==> src/rtl/flash_pin_regs.svh <==
// Function
// chip select high tri-states every data lane
// no instruction before first select falling edge
// single lane samples input on clock rise
// single lane output changes on clock fall
// wide lanes bidirectional, rise in, fall out
// four-lane transfers need four-lane enable bit
// enable bit turns guard/pause pins into lanes
// single and dual use lanes zero/one only
// low write-guard with lock blocks status writes
// pages of 256 bytes, program wraps page
// erase sector, 32K, 64K block or array
// 24-bit addresses, continuous read skips instruction
// reads optionally wrap in 8..64 byte window
// readable 64-bit unique serial number
// four 256-byte security registers, each locked
// idle clock level at select gives mode
// pause low while selected tri-states, ignores inputs
// select rising ends transfer, resets shift logic
`ifndef FLASH_PIN_REGS_SVH
`define FLASH_PIN_REGS_SVH
`define ADDR_BITS 24
`define PAGE_COUNT 16384
`define PAGE_BYTES 256
`define SECTOR_SHIFT 12
`define BLK32_SHIFT 15
`define BLK64_SHIFT 16
`define WRAP8_SHIFT 3
`define BYTE_BITS 8
`define SEC_REGS 4
`define UNIQUE_ID_RESET 64'h0123_4567_89AB_CDEF
`endif

==> src/rtl/flash_pin_pkg.sv <==
package flash_pin_pkg;
  // lane width asked for by the command decoder
  typedef enum logic [1:0] {
    lane_single = 2'h0,
    lane_dual = 2'h1,
    lane_quad = 2'h2
  } lane_mode_type;
  // erase granularity
  typedef enum logic [1:0] {
    erase_sector = 2'h0,
    erase_blk32 = 2'h1,
    erase_blk64 = 2'h2,
    erase_array = 2'h3
  } erase_kind_type;
  // link state, one-hot
  typedef enum logic [2:0] {
    st_idle = 3'b001,
    st_active = 3'b010,
    st_pause = 3'b100
  } link_state_type;
endpackage : flash_pin_pkg

==> src/rtl/page_buffer.sv <==
`timescale 1ns/10ps
// byte-wide buffer, registered read data
module page_buffer #(
  parameter int DEPTH = 256,
  parameter int AW = 8
) (
  input wire logic i_clk, // system clock
  input wire logic i_we, // write strobe
  input wire logic [AW-1:0] i_waddr, // write address
  input wire logic [7:0] i_wdata, // write data
  input wire logic [AW-1:0] i_raddr, // read address
  output logic [7:0] o_rdata // registered read data
);
  logic [7:0] mem [DEPTH]; // storage
  initial begin
    if (DEPTH != (1 << AW))
    begin
      $error("page_buffer depth must be two to the address width");
    end
  end
  // write and registered read
  always_ff @(posedge i_clk)
  begin
    if (i_we)
    begin
      mem[i_waddr] <= i_wdata;
    end
    o_rdata <= mem[i_raddr];
  end
endmodule : page_buffer

==> src/rtl/serial_flash_pin_interface.sv <==
`timescale 1ns/10ps
`include "flash_pin_regs.svh"
module serial_flash_pin_interface #(
  parameter logic [63:0] UNIQUE_ID = `UNIQUE_ID_RESET // arbitrary value
) (
  input wire logic i_clk, // system clock
  input wire logic i_srst, // sync reset, high
  input wire logic i_cs_n, // chip select pin, low active
  input wire logic i_sclk, // serial clock pin
  input wire logic i_lane_zero, // lane 0 pin level (serial_in)
  input wire logic i_lane_one, // lane 1 pin level
  input wire logic i_lane_two, // lane 2 pin level / write guard, low active
  input wire logic i_lane_three, // lane 3 pin level / pause, low active
  input wire flash_pin_pkg::lane_mode_type i_lane_mode, // width of this phase
  input wire logic i_drive_out, // decoder asks to drive read data
  input wire logic [7:0] i_tx_byte, // next byte to shift out
  input wire logic i_four_lane_enable, // non-volatile enable bit
  input wire logic i_status_lock_bits, // status lock bit
  input wire logic [2:0] i_region_guard_bits, // region guard bits
  input wire logic i_page_load, // load page offset
  input wire logic [7:0] i_page_start, // page offset to load
  input wire logic i_page_fill, // received bytes go to page buffer
  input wire logic [7:0] i_buf_raddr, // page buffer read address
  input wire logic i_addr_load, // load read address
  input wire logic [`ADDR_BITS-1:0] i_addr, // read address to load
  input wire logic i_wrap_en, // wrap reads in window
  input wire logic [1:0] i_wrap_sel, // 0..3 = 8/16/32/64 bytes
  input wire flash_pin_pkg::erase_kind_type i_erase_kind, // erase size
  input wire logic [`SEC_REGS-1:0] i_sec_locks, // security lock bits
  input wire logic [1:0] i_sec_index, // security register picked
  output logic o_lane_zero, // lane 0 drive value
  output logic o_lane_zero_oe, // lane 0 drive enable
  output logic o_lane_one, // lane 1 drive value
  output logic o_lane_one_oe, // lane 1 drive enable
  output logic o_lane_two, // lane 2 drive value
  output logic o_lane_two_oe, // lane 2 drive enable
  output logic o_lane_three, // lane 3 drive value
  output logic o_lane_three_oe, // lane 3 drive enable
  output logic [7:0] o_rx_byte, // received byte
  output logic o_rx_valid, // byte pulse
  output logic o_rx_first, // byte is the instruction byte
  output logic o_tx_take, // tx byte taken pulse
  output logic o_selected, // frame in progress and not paused
  output logic o_mode3, // clock idled high at select
  output logic o_quad_refused, // quad asked without enable
  output logic o_status_write_ok, // status register may be written
  output logic o_region_guarded, // some region guard bit set
  output logic [7:0] o_page_ptr, // page fill offset
  output logic [7:0] o_buf_rdata, // page buffer data
  output logic [`ADDR_BITS-1:0] o_read_addr, // read address
  output logic [`ADDR_BITS-1:0] o_erase_base, // aligned erase base
  output logic o_sec_write_ok, // picked security register unlocked
  output logic [63:0] o_unique_id // serial number
);
  import flash_pin_pkg::*;

  initial begin
    if (`PAGE_COUNT * `PAGE_BYTES > (1 << `ADDR_BITS) || UNIQUE_ID == 64'h0)
    begin
      $error("geometry or identity value not servable");
    end
  end

  // align an address down to a power of two
  function automatic logic [`ADDR_BITS-1:0] align_down(input logic [`ADDR_BITS-1:0] a,
                                                       input int sh);
    logic [`ADDR_BITS-1:0] m;
    m = '1;
    align_down = a & (m << sh);
  endfunction : align_down

  // two-stage synchronisers plus delay for edges
  // no reset here: they always follow the pins, so a select already low
  // at reset release is not mistaken for a falling edge
  logic [4:0] sync1, sync2, sync3; // {cs_n, sclk, l3, l2, l1/l0 packed below}
  logic [1:0] low1, low2; // lane zero and one
  always_ff @(posedge i_clk)
  begin
    sync1 <= {i_cs_n, i_sclk, i_lane_three, i_lane_two, 1'b0};
    sync2 <= sync1;
    sync3 <= sync2;
    low1 <= {i_lane_one, i_lane_zero};
    low2 <= low1;
  end
  logic cs_q, sclk_q, sclk_d, cs_d, l3_q, l2_q;
  assign cs_q = sync2[4];
  assign sclk_q = sync2[3];
  assign l3_q = sync2[2];
  assign l2_q = sync2[1];
  assign cs_d = sync3[4];
  assign sclk_d = sync3[3];
  logic sclk_rise, sclk_fall, cs_fall, cs_rise;
  assign sclk_rise = sclk_q & ~sclk_d;
  assign sclk_fall = ~sclk_q & sclk_d;
  assign cs_fall = ~cs_q & cs_d;
  assign cs_rise = cs_q & ~cs_d;

  // effective width; quad only with the enable bit
  logic quad_ok, eff_dual, eff_quad;
  // quad gated
  assign quad_ok = i_four_lane_enable;
  assign eff_quad = (i_lane_mode == lane_quad) & quad_ok;
  assign eff_dual = (i_lane_mode == lane_dual);
  // pause pin only without enable
  logic pause_req;
  assign pause_req = ~i_four_lane_enable & ~l3_q;

  // armed only by a select falling edge
  logic armed;
  always_ff @(posedge i_clk)
  begin
    if (i_srst)
    begin
      armed <= 1'b0;
    end
    else if (cs_fall)
    begin
      armed <= 1'b1;
    end
  end

  // link state; pause enters and returns to active only while clock low
  link_state_type state;
  always_ff @(posedge i_clk)
  begin
    if (i_srst)
    begin
      state <= st_idle;
    end
    else
    begin
      unique case (state)
        st_idle:
        begin
          if (cs_fall)
          begin
            state <= st_active;
          end
        end
        st_active:
        begin
          if (cs_q)
          begin
            state <= st_idle;
          end
          else if (pause_req & ~sclk_q)
          begin
            state <= st_pause;
          end
        end
        st_pause:
        begin
          if (cs_q)
          begin
            state <= st_idle;
          end
          else if (~pause_req & ~sclk_q)
          begin
            state <= st_active;
          end
        end
        default:
        begin
          state <= st_idle;
        end
      endcase
    end
  end
  logic live;
  assign live = (state == st_active) & ~cs_q & armed;

  // idle clock level at select falling edge
  always_ff @(posedge i_clk)
  begin
    if (i_srst)
    begin
      o_mode3 <= 1'b0;
    end
    else if (cs_fall)
    begin
      o_mode3 <= sclk_d;
    end
  end

  // receive shifter on clock rise
  logic [7:0] rx_sh;
  logic [3:0] rx_cnt;
  logic [7:0] next_rx;
  logic [3:0] next_cnt;
  logic first_pending;
  always_comb
  begin
    // lanes used depend on width
    if (eff_quad)
    begin
      next_rx = {rx_sh[3:0], l3_q, l2_q, low2[1], low2[0]};
      next_cnt = rx_cnt + 4'h4;
    end
    else if (eff_dual)
    begin
      next_rx = {rx_sh[5:0], low2[1], low2[0]};
      next_cnt = rx_cnt + 4'h2;
    end
    else
    begin
      next_rx = {rx_sh[6:0], low2[0]};
      next_cnt = rx_cnt + 4'h1;
    end
  end
  always_ff @(posedge i_clk)
  begin
    if (i_srst)
    begin
      rx_sh <= 8'h00;
      rx_cnt <= 4'h0;
      o_rx_byte <= 8'h00;
      o_rx_valid <= 1'b0;
      o_rx_first <= 1'b0;
      first_pending <= 1'b1;
    end
    else
    begin
      o_rx_valid <= 1'b0;
      // select rising resets shifting
      if (cs_q)
      begin
        rx_cnt <= 4'h0;
        first_pending <= 1'b1;
      end
      // capture on rise while not driving
      else if (live & sclk_rise & ~i_drive_out)
      begin
        if (next_cnt == 4'(`BYTE_BITS))
        begin
          rx_cnt <= 4'h0;
          o_rx_byte <= next_rx;
          o_rx_valid <= 1'b1;
          o_rx_first <= first_pending;
          first_pending <= 1'b0;
        end
        else
        begin
          rx_cnt <= next_cnt;
        end
        rx_sh <= next_rx;
      end
    end
  end

  // transmit shifter and lane drivers on clock fall
  logic [7:0] tx_sh;
  logic [3:0] tx_cnt;
  logic [7:0] cur;
  assign cur = (tx_cnt == 4'h0) ? i_tx_byte : tx_sh;
  always_ff @(posedge i_clk)
  begin
    if (i_srst)
    begin
      tx_sh <= 8'h00;
      tx_cnt <= 4'h0;
      o_tx_take <= 1'b0;
      {o_lane_three, o_lane_two, o_lane_one, o_lane_zero} <= 4'h0;
      {o_lane_three_oe, o_lane_two_oe, o_lane_one_oe, o_lane_zero_oe} <= 4'h0;
    end
    else
    begin
      o_tx_take <= 1'b0;
      // off while deselected or paused
      if (~live | ~i_drive_out)
      begin
        {o_lane_three_oe, o_lane_two_oe, o_lane_one_oe, o_lane_zero_oe} <= 4'h0;
        if (cs_q)
        begin
          tx_cnt <= 4'h0;
        end
      end
      // change on clock fall
      else if (sclk_fall)
      begin
        o_tx_take <= (tx_cnt == 4'h0);
        if (eff_quad)
        begin
          // guard and pause pins carry data
          {o_lane_three, o_lane_two, o_lane_one, o_lane_zero} <= cur[7:4];
          {o_lane_three_oe, o_lane_two_oe, o_lane_one_oe, o_lane_zero_oe} <= 4'hF;
          tx_sh <= {cur[3:0], 4'h0};
          tx_cnt <= (tx_cnt == 4'h4) ? 4'h0 : tx_cnt + 4'h4;
        end
        else if (eff_dual)
        begin
          // lanes zero and one only
          {o_lane_one, o_lane_zero} <= cur[7:6];
          {o_lane_three_oe, o_lane_two_oe, o_lane_one_oe, o_lane_zero_oe} <= 4'h3;
          tx_sh <= {cur[5:0], 2'h0};
          tx_cnt <= (tx_cnt == 4'h6) ? 4'h0 : tx_cnt + 4'h2;
        end
        else
        begin
          o_lane_one <= cur[7];
          {o_lane_three_oe, o_lane_two_oe, o_lane_one_oe, o_lane_zero_oe} <= 4'h2;
          tx_sh <= {cur[6:0], 1'b0};
          tx_cnt <= (tx_cnt == 4'h7) ? 4'h0 : tx_cnt + 4'h1;
        end
      end
    end
  end

  // status flags, guard, geometry and identity outputs
  always_ff @(posedge i_clk)
  begin
    if (i_srst)
    begin
      o_selected <= 1'b0;
      o_quad_refused <= 1'b0;
      o_status_write_ok <= 1'b0;
      o_region_guarded <= 1'b0;
      o_erase_base <= '0;
      o_sec_write_ok <= 1'b0;
      o_unique_id <= 64'h0000_0000_0000_0000;
    end
    else
    begin
      o_selected <= live;
      o_quad_refused <= (i_lane_mode == lane_quad) & ~quad_ok;
      // guard pin low with lock blocks writes while the enable bit is clear
      o_status_write_ok <= ~(i_status_lock_bits & ~l2_q & ~i_four_lane_enable);
      o_region_guarded <= |i_region_guard_bits;
      // erase region alignment
      unique case (i_erase_kind)
        erase_sector: o_erase_base <= align_down(o_read_addr, `SECTOR_SHIFT);
        erase_blk32: o_erase_base <= align_down(o_read_addr, `BLK32_SHIFT);
        erase_blk64: o_erase_base <= align_down(o_read_addr, `BLK64_SHIFT);
        erase_array: o_erase_base <= '0;
      endcase
      // per-register one-time lock
      o_sec_write_ok <= ~i_sec_locks[i_sec_index];
      // serial number
      o_unique_id <= UNIQUE_ID;
    end
  end

  // 24-bit read address, optional window wrap
  logic [`ADDR_BITS-1:0] wmask;
  assign wmask = `ADDR_BITS'((1 << (`WRAP8_SHIFT + i_wrap_sel)) - 1);
  always_ff @(posedge i_clk)
  begin
    if (i_srst)
    begin
      o_read_addr <= '0;
    end
    else if (i_addr_load)
    begin
      o_read_addr <= i_addr;
    end
    else if (o_tx_take)
    begin
      if (i_wrap_en)
      begin
        o_read_addr <= (o_read_addr & ~wmask) | ((o_read_addr + 1'b1) & wmask);
      end
      else
      begin
        o_read_addr <= o_read_addr + 1'b1;
      end
    end
  end

  // page fill pointer wraps inside one page
  always_ff @(posedge i_clk)
  begin
    if (i_srst)
    begin
      o_page_ptr <= 8'h00;
    end
    else if (i_page_load)
    begin
      o_page_ptr <= i_page_start;
    end
    else if (o_rx_valid & i_page_fill)
    begin
      o_page_ptr <= o_page_ptr + 8'h01;
    end
  end
  page_buffer #(.DEPTH(`PAGE_BYTES), .AW(8)) u_page (
    .i_clk(i_clk),
    .i_we(o_rx_valid & i_page_fill),
    .i_waddr(o_page_ptr),
    .i_wdata(o_rx_byte),
    .i_raddr(i_buf_raddr),
    .o_rdata(o_buf_rdata)
  );

  // checks
  property p_cs_hiz;
    @(posedge i_clk) disable iff (i_srst)
    cs_q |=> !(o_lane_zero_oe | o_lane_one_oe | o_lane_two_oe | o_lane_three_oe);
  endproperty
  a_cs_hiz: assert property (p_cs_hiz) else $error("lane driven while deselected");
  property p_armed;
    @(posedge i_clk) disable iff (i_srst) !armed |=> !o_rx_valid;
  endproperty
  a_armed: assert property (p_armed) else $error("byte before first select");
  property p_rx_rise;
    @(posedge i_clk) disable iff (i_srst) o_rx_valid |-> $past(sclk_rise);
  endproperty
  a_rx_rise: assert property (p_rx_rise) else $error("byte not on rise");
  property p_tx_fall;
    @(posedge i_clk) disable iff (i_srst)
    o_tx_take |-> $past(sclk_fall) && o_lane_one_oe;
  endproperty
  a_tx_fall: assert property (p_tx_fall) else $error("output not on fall");
  property p_quad;
    @(posedge i_clk) disable iff (i_srst)
    o_lane_two_oe |-> $past(i_four_lane_enable);
  endproperty
  a_quad: assert property (p_quad) else $error("quad lanes without enable");
  property p_guard;
    @(posedge i_clk) disable iff (i_srst)
    (i_status_lock_bits && !l2_q && !i_four_lane_enable) |=> !o_status_write_ok;
  endproperty
  a_guard: assert property (p_guard) else $error("status write not blocked");
  property p_page_wrap;
    @(posedge i_clk) disable iff (i_srst)
    (o_page_ptr == 8'hFF && o_rx_valid && i_page_fill && !i_page_load) |=> o_page_ptr == 8'h00;
  endproperty
  a_page_wrap: assert property (p_page_wrap) else $error("page pointer left page");
  property p_pause;
    @(posedge i_clk) disable iff (i_srst)
    (state == st_pause) |=> !o_lane_one_oe ##1 !o_rx_valid;
  endproperty
  a_pause: assert property (p_pause) else $error("activity while paused");
  property p_cs_end;
    @(posedge i_clk) disable iff (i_srst) cs_rise |=> rx_cnt == 4'h0 && tx_cnt == 4'h0;
  endproperty
  a_cs_end: assert property (p_cs_end) else $error("shift state kept past frame");
  c_byte: cover property (@(posedge i_clk) disable iff (i_srst) o_rx_valid && o_rx_first);
  c_quad_out: cover property (@(posedge i_clk) disable iff (i_srst) o_lane_three_oe);
  c_pause: cover property (@(posedge i_clk) disable iff (i_srst) state == st_pause);
endmodule : serial_flash_pin_interface

==> config.mk <==
export PLATFORM = sky130hd
export DESIGN_NAME = serial_flash_pin_interface
export DESIGN_NICKNAME = d
export VERILOG_FILES = /design/src/rtl/flash_pin_pkg.sv /design/src/rtl/page_buffer.sv /design/src/rtl/serial_flash_pin_interface.sv
export VERILOG_INCLUDE_DIRS = /design/src /design/src/rtl
export SDC_FILE = /design/constraint.sdc
export NUM_CORES = 2
export LEC_CHECK = 0
export CAP_MARGIN = 20
export CORE_MARGIN = 4
export CORE_UTILIZATION = 45
export DETAILED_ROUTE_END_ITERATION = 6
export DONT_BUFFER_PORTS = 1
export PLACE_DENSITY_LB_ADDON = 0.05
export SYNTH_ARGS = -nofsm -noshare
export SYNTH_HDL_FRONTEND = slang
export SYNTH_SLANG_ARGS = --single-unit
==> constraint.sdc <==
create_clock -name i_clk -period 5.75 [get_ports i_clk]
set_clock_uncertainty 0.15 [all_clocks]
set_input_delay 0.2875 -clock i_clk [delete_from_list [all_inputs] [get_ports i_clk]]
set_output_delay 0.2875 -clock i_clk [all_outputs]
set_load 0.02 [all_outputs]
==> run summary <==
R2R cell count: 8
Inst Count DP: 6658
Synth area leader: edfxtp_1
Area of the core: 188400 um2
Via density: 5.940
Worst Hold Class: in -> reg
Status: complete, but fails checks
Most common cell in the netlist: edfxtp_1
Hold Path Stages: 4
DR iter-0 viols: 4268
Num CTS Buffers: 223
Switching fraction of total power: 0.2024
# DRC: 0
Hold_buf cts: 137
Post-synth EDFFs: 2048
CTS root buffer: clkbuf_16
Die outline height: 444.2 um
Post-synthesis sequential area ratio: 0.7458
Required @ worst endpoint: 6.38 ns
Iteration count of the initial detailed-routing pass: 6
Vias in the first global route: 43210
Chip width: 444.2 um
WL per Instance: 31.46 um
CP startpoint kind: primary input
Setup CP Type: in -> reg
Post-cts gate resize count: 0
Fmax: 0.2114 GHz
Flop pwr share: 0.533
Number of top-level pins: 231
Largest fanout on the critical path: 475
Failing checks: slew limit
Cell area power density: 334.8 nW/um2
Slew HR: -0.2398
Critical Path End Type: flop
Largest net degree at the start of global routing: 555
Fill cell count: 15150
Synth warn: 0
Internal Power: 25.61 mW
HPWL after detailed placement: 128700 um
Fin crit period: 4.731 ns
Die area: 197300 um2
Slew Limit Fails: 300
Htree depth: 4
Comb pwr share: 0.024
Post-synth top flop: edfxtp_1
Initial core utilization: 0.4545
Row cnt: 159
# clock sinks: 2166
Synth top area share: 0.7182
Register bit total from synthesis: 2166
Fraction of layout cells with a size suffix above 1: 0.1856
Arrival time of the worst setup path: 5.36 ns
Total GRT Usage: 0.2289
Net switching power: 6.498 mW
Setup Fix Bufs, Post-CTS: 0
Max Root-Sink Buffers: 3
RSZ-0062 raised after global routing: no
Nets: 4620
Async set-reset flop share out of synthesis: 0
Routed Antenna Nets: 0
GP Congestion: 0.7945
Setup violators final: 0
Final hold vios: 0
Final period utilization: 0.8227
Slew at the pin with the worst max-slew slack: 1.860 ns
Port buffer count: 0
Hold Slack: 0.06098 ns
Clk_lat worst skew: 0.84 ns
CTS tree: built
Final Instance Count excl. Fillers: 7218
Syn Inst Count: 4405
Worst-path clk slew: 0.06 ns
Post-synth cell types: 76
Routed Wire Length: 227100 um
Setup TNS: 0 ns
Vias: 42870
Max-cap violations: 0
Leading post-synthesis cells by cell area: edfxtp_1, mux4_2, dfxtp_1, mux2i_1, nor2_1
Area Growth Syn to Fin: 11.99%
Worst vdd ir: 0.2450 mV
Clock power frac: 0.443
Synthesized cell area: 85630 um2
First-pass GRT wire length: 325300 um
Mean Syn Cell Area: 19.44 um2
Lkg Pwr: 24.92 nW
Total grt overflow: 0
Total chip power: 32.11 mW
Synth cell count leaders: edfxtp_1, mux4_2, nor2_1
Initial antenna violation count: 10
-- critical path, cell delays in order --
cell and delay [ns]:
nand2b_2 1.13, o221ai_2 0.46, o22ai_1 0.24, a221oi_1 0.30
dlygate4sd3_1 0.58, a211oi_1 0.04, dlygate4sd3_1 0.59, nor4_1 0.30
dlygate4sd3_1 0.60
-- registers in the layout, indices dropped and copies added, names as in the netlist, 2 cells and up, named ones only --
register and cells:
low1 2, low2 2, o_erase_base 12, o_page_ptr 8, o_rx_byte 8, rx_cnt 4
rx_sh 7, state 3, sync1 4, sync2 4, sync3 2, tx_cnt 4
tx_sh 7, u_page.mem 2048, u_page.o_rdata 8
-- per-layer routing --
| metal | GRT usage | wire length (um) | part of all wire |
|---|---|---|---|
| met1 | 0.3306 | 98490 | 0.43 |
| met2 | 0.3654 | 109300 | 0.48 |
| met3 | 0.03749 | 13800 | 0.061 |
| met5 | 0 | 0 | 0 |
| met4 | 0.06026 | 5468 | 0.024 |
-- power by group through the flow --
stage	clock network, mW	registers [mW]	logic (mW)
after floorplan	0	17.4	0.730
after global placement	0	17.5	0.647
after detailed placement	0	17.5	0.650
after CTS	14.5	17.1	0.761
after global routing	15.2	17.1	0.809
final	14.2	17.1	0.783
-- metrics by stage --
step	utilization	worst slack, ns	cell area, um2
3_5_place_dp	0.4634	1.784	87300
6_report	0.5090	1.019	95890
3_3_place_gp	0.4632	1.796	87260
5_1_grt	0.5090	1.284	95890
2_1_floorplan	-	1.191	85800
4_1_cts	0.5089	1.833	95870
-- area by class of cell --
cell class | count | area [um2] | area share
flip-flops and latches | 2166 | 63900 | 0.6663
multi-input cells | 1924 | 19660 | 0.2050
clock buffers | 312 | 6173 | 0.06438
well taps | 2495 | 3122 | 0.03256
repair buffers | 196 | 1974 | 0.02059
clock inverters | 107 | 1001 | 0.01044
inverters | 16 | 60.06 | 0.0006263
diodes | 2 | 5.005 | 0.00005219
-- layout by cell type (no fill, tap or decap), types with 48 or more instances in the layout --
master	n
edfxtp_1	2048
mux4_2	457
nor2_1	355
clkbuf_16	229
mux2i_1	200
dlygate4sd3_1	136
nand2_1	112
dfxtp_1	109
a21oi_1	95
clkbuf_1	69
o22ai_1	59
a22oi_1	49
conb_1	48
-- logic make-up after synthesis --
| family | synth area share |
|---|---|
| other | 0.00008771 |
| flip-flops | 0.7458 |
| AO/OA/AOI/OAI | 0.03776 |
| AND/OR/NAND/NOR | 0.03725 |
| multiplexers | 0.1466 |
| XOR/XNOR | 0.002864 |
| adder cells (fa/ha/maj) | 0.002192 |
| buffers and inverters | 0.02743 |
-- path summary, 6_finish.rpt --
| path | from | to | slack (ns) |
|---|---|---|---|
| hold / removal | i_buf_raddr[5] | u_page.o_rdata[5] | 0.06 |
| setup reg to reg | u_page.mem[103][1] | u_page.o_rdata[1] | 1.82 |
| hold reg to reg | sync1[3] | sync2[3] | 0.18 |
| setup / recovery | i_buf_raddr[1] | u_page.o_rdata[3] | 1.02 |
Power figures use the tool's default switching activity.
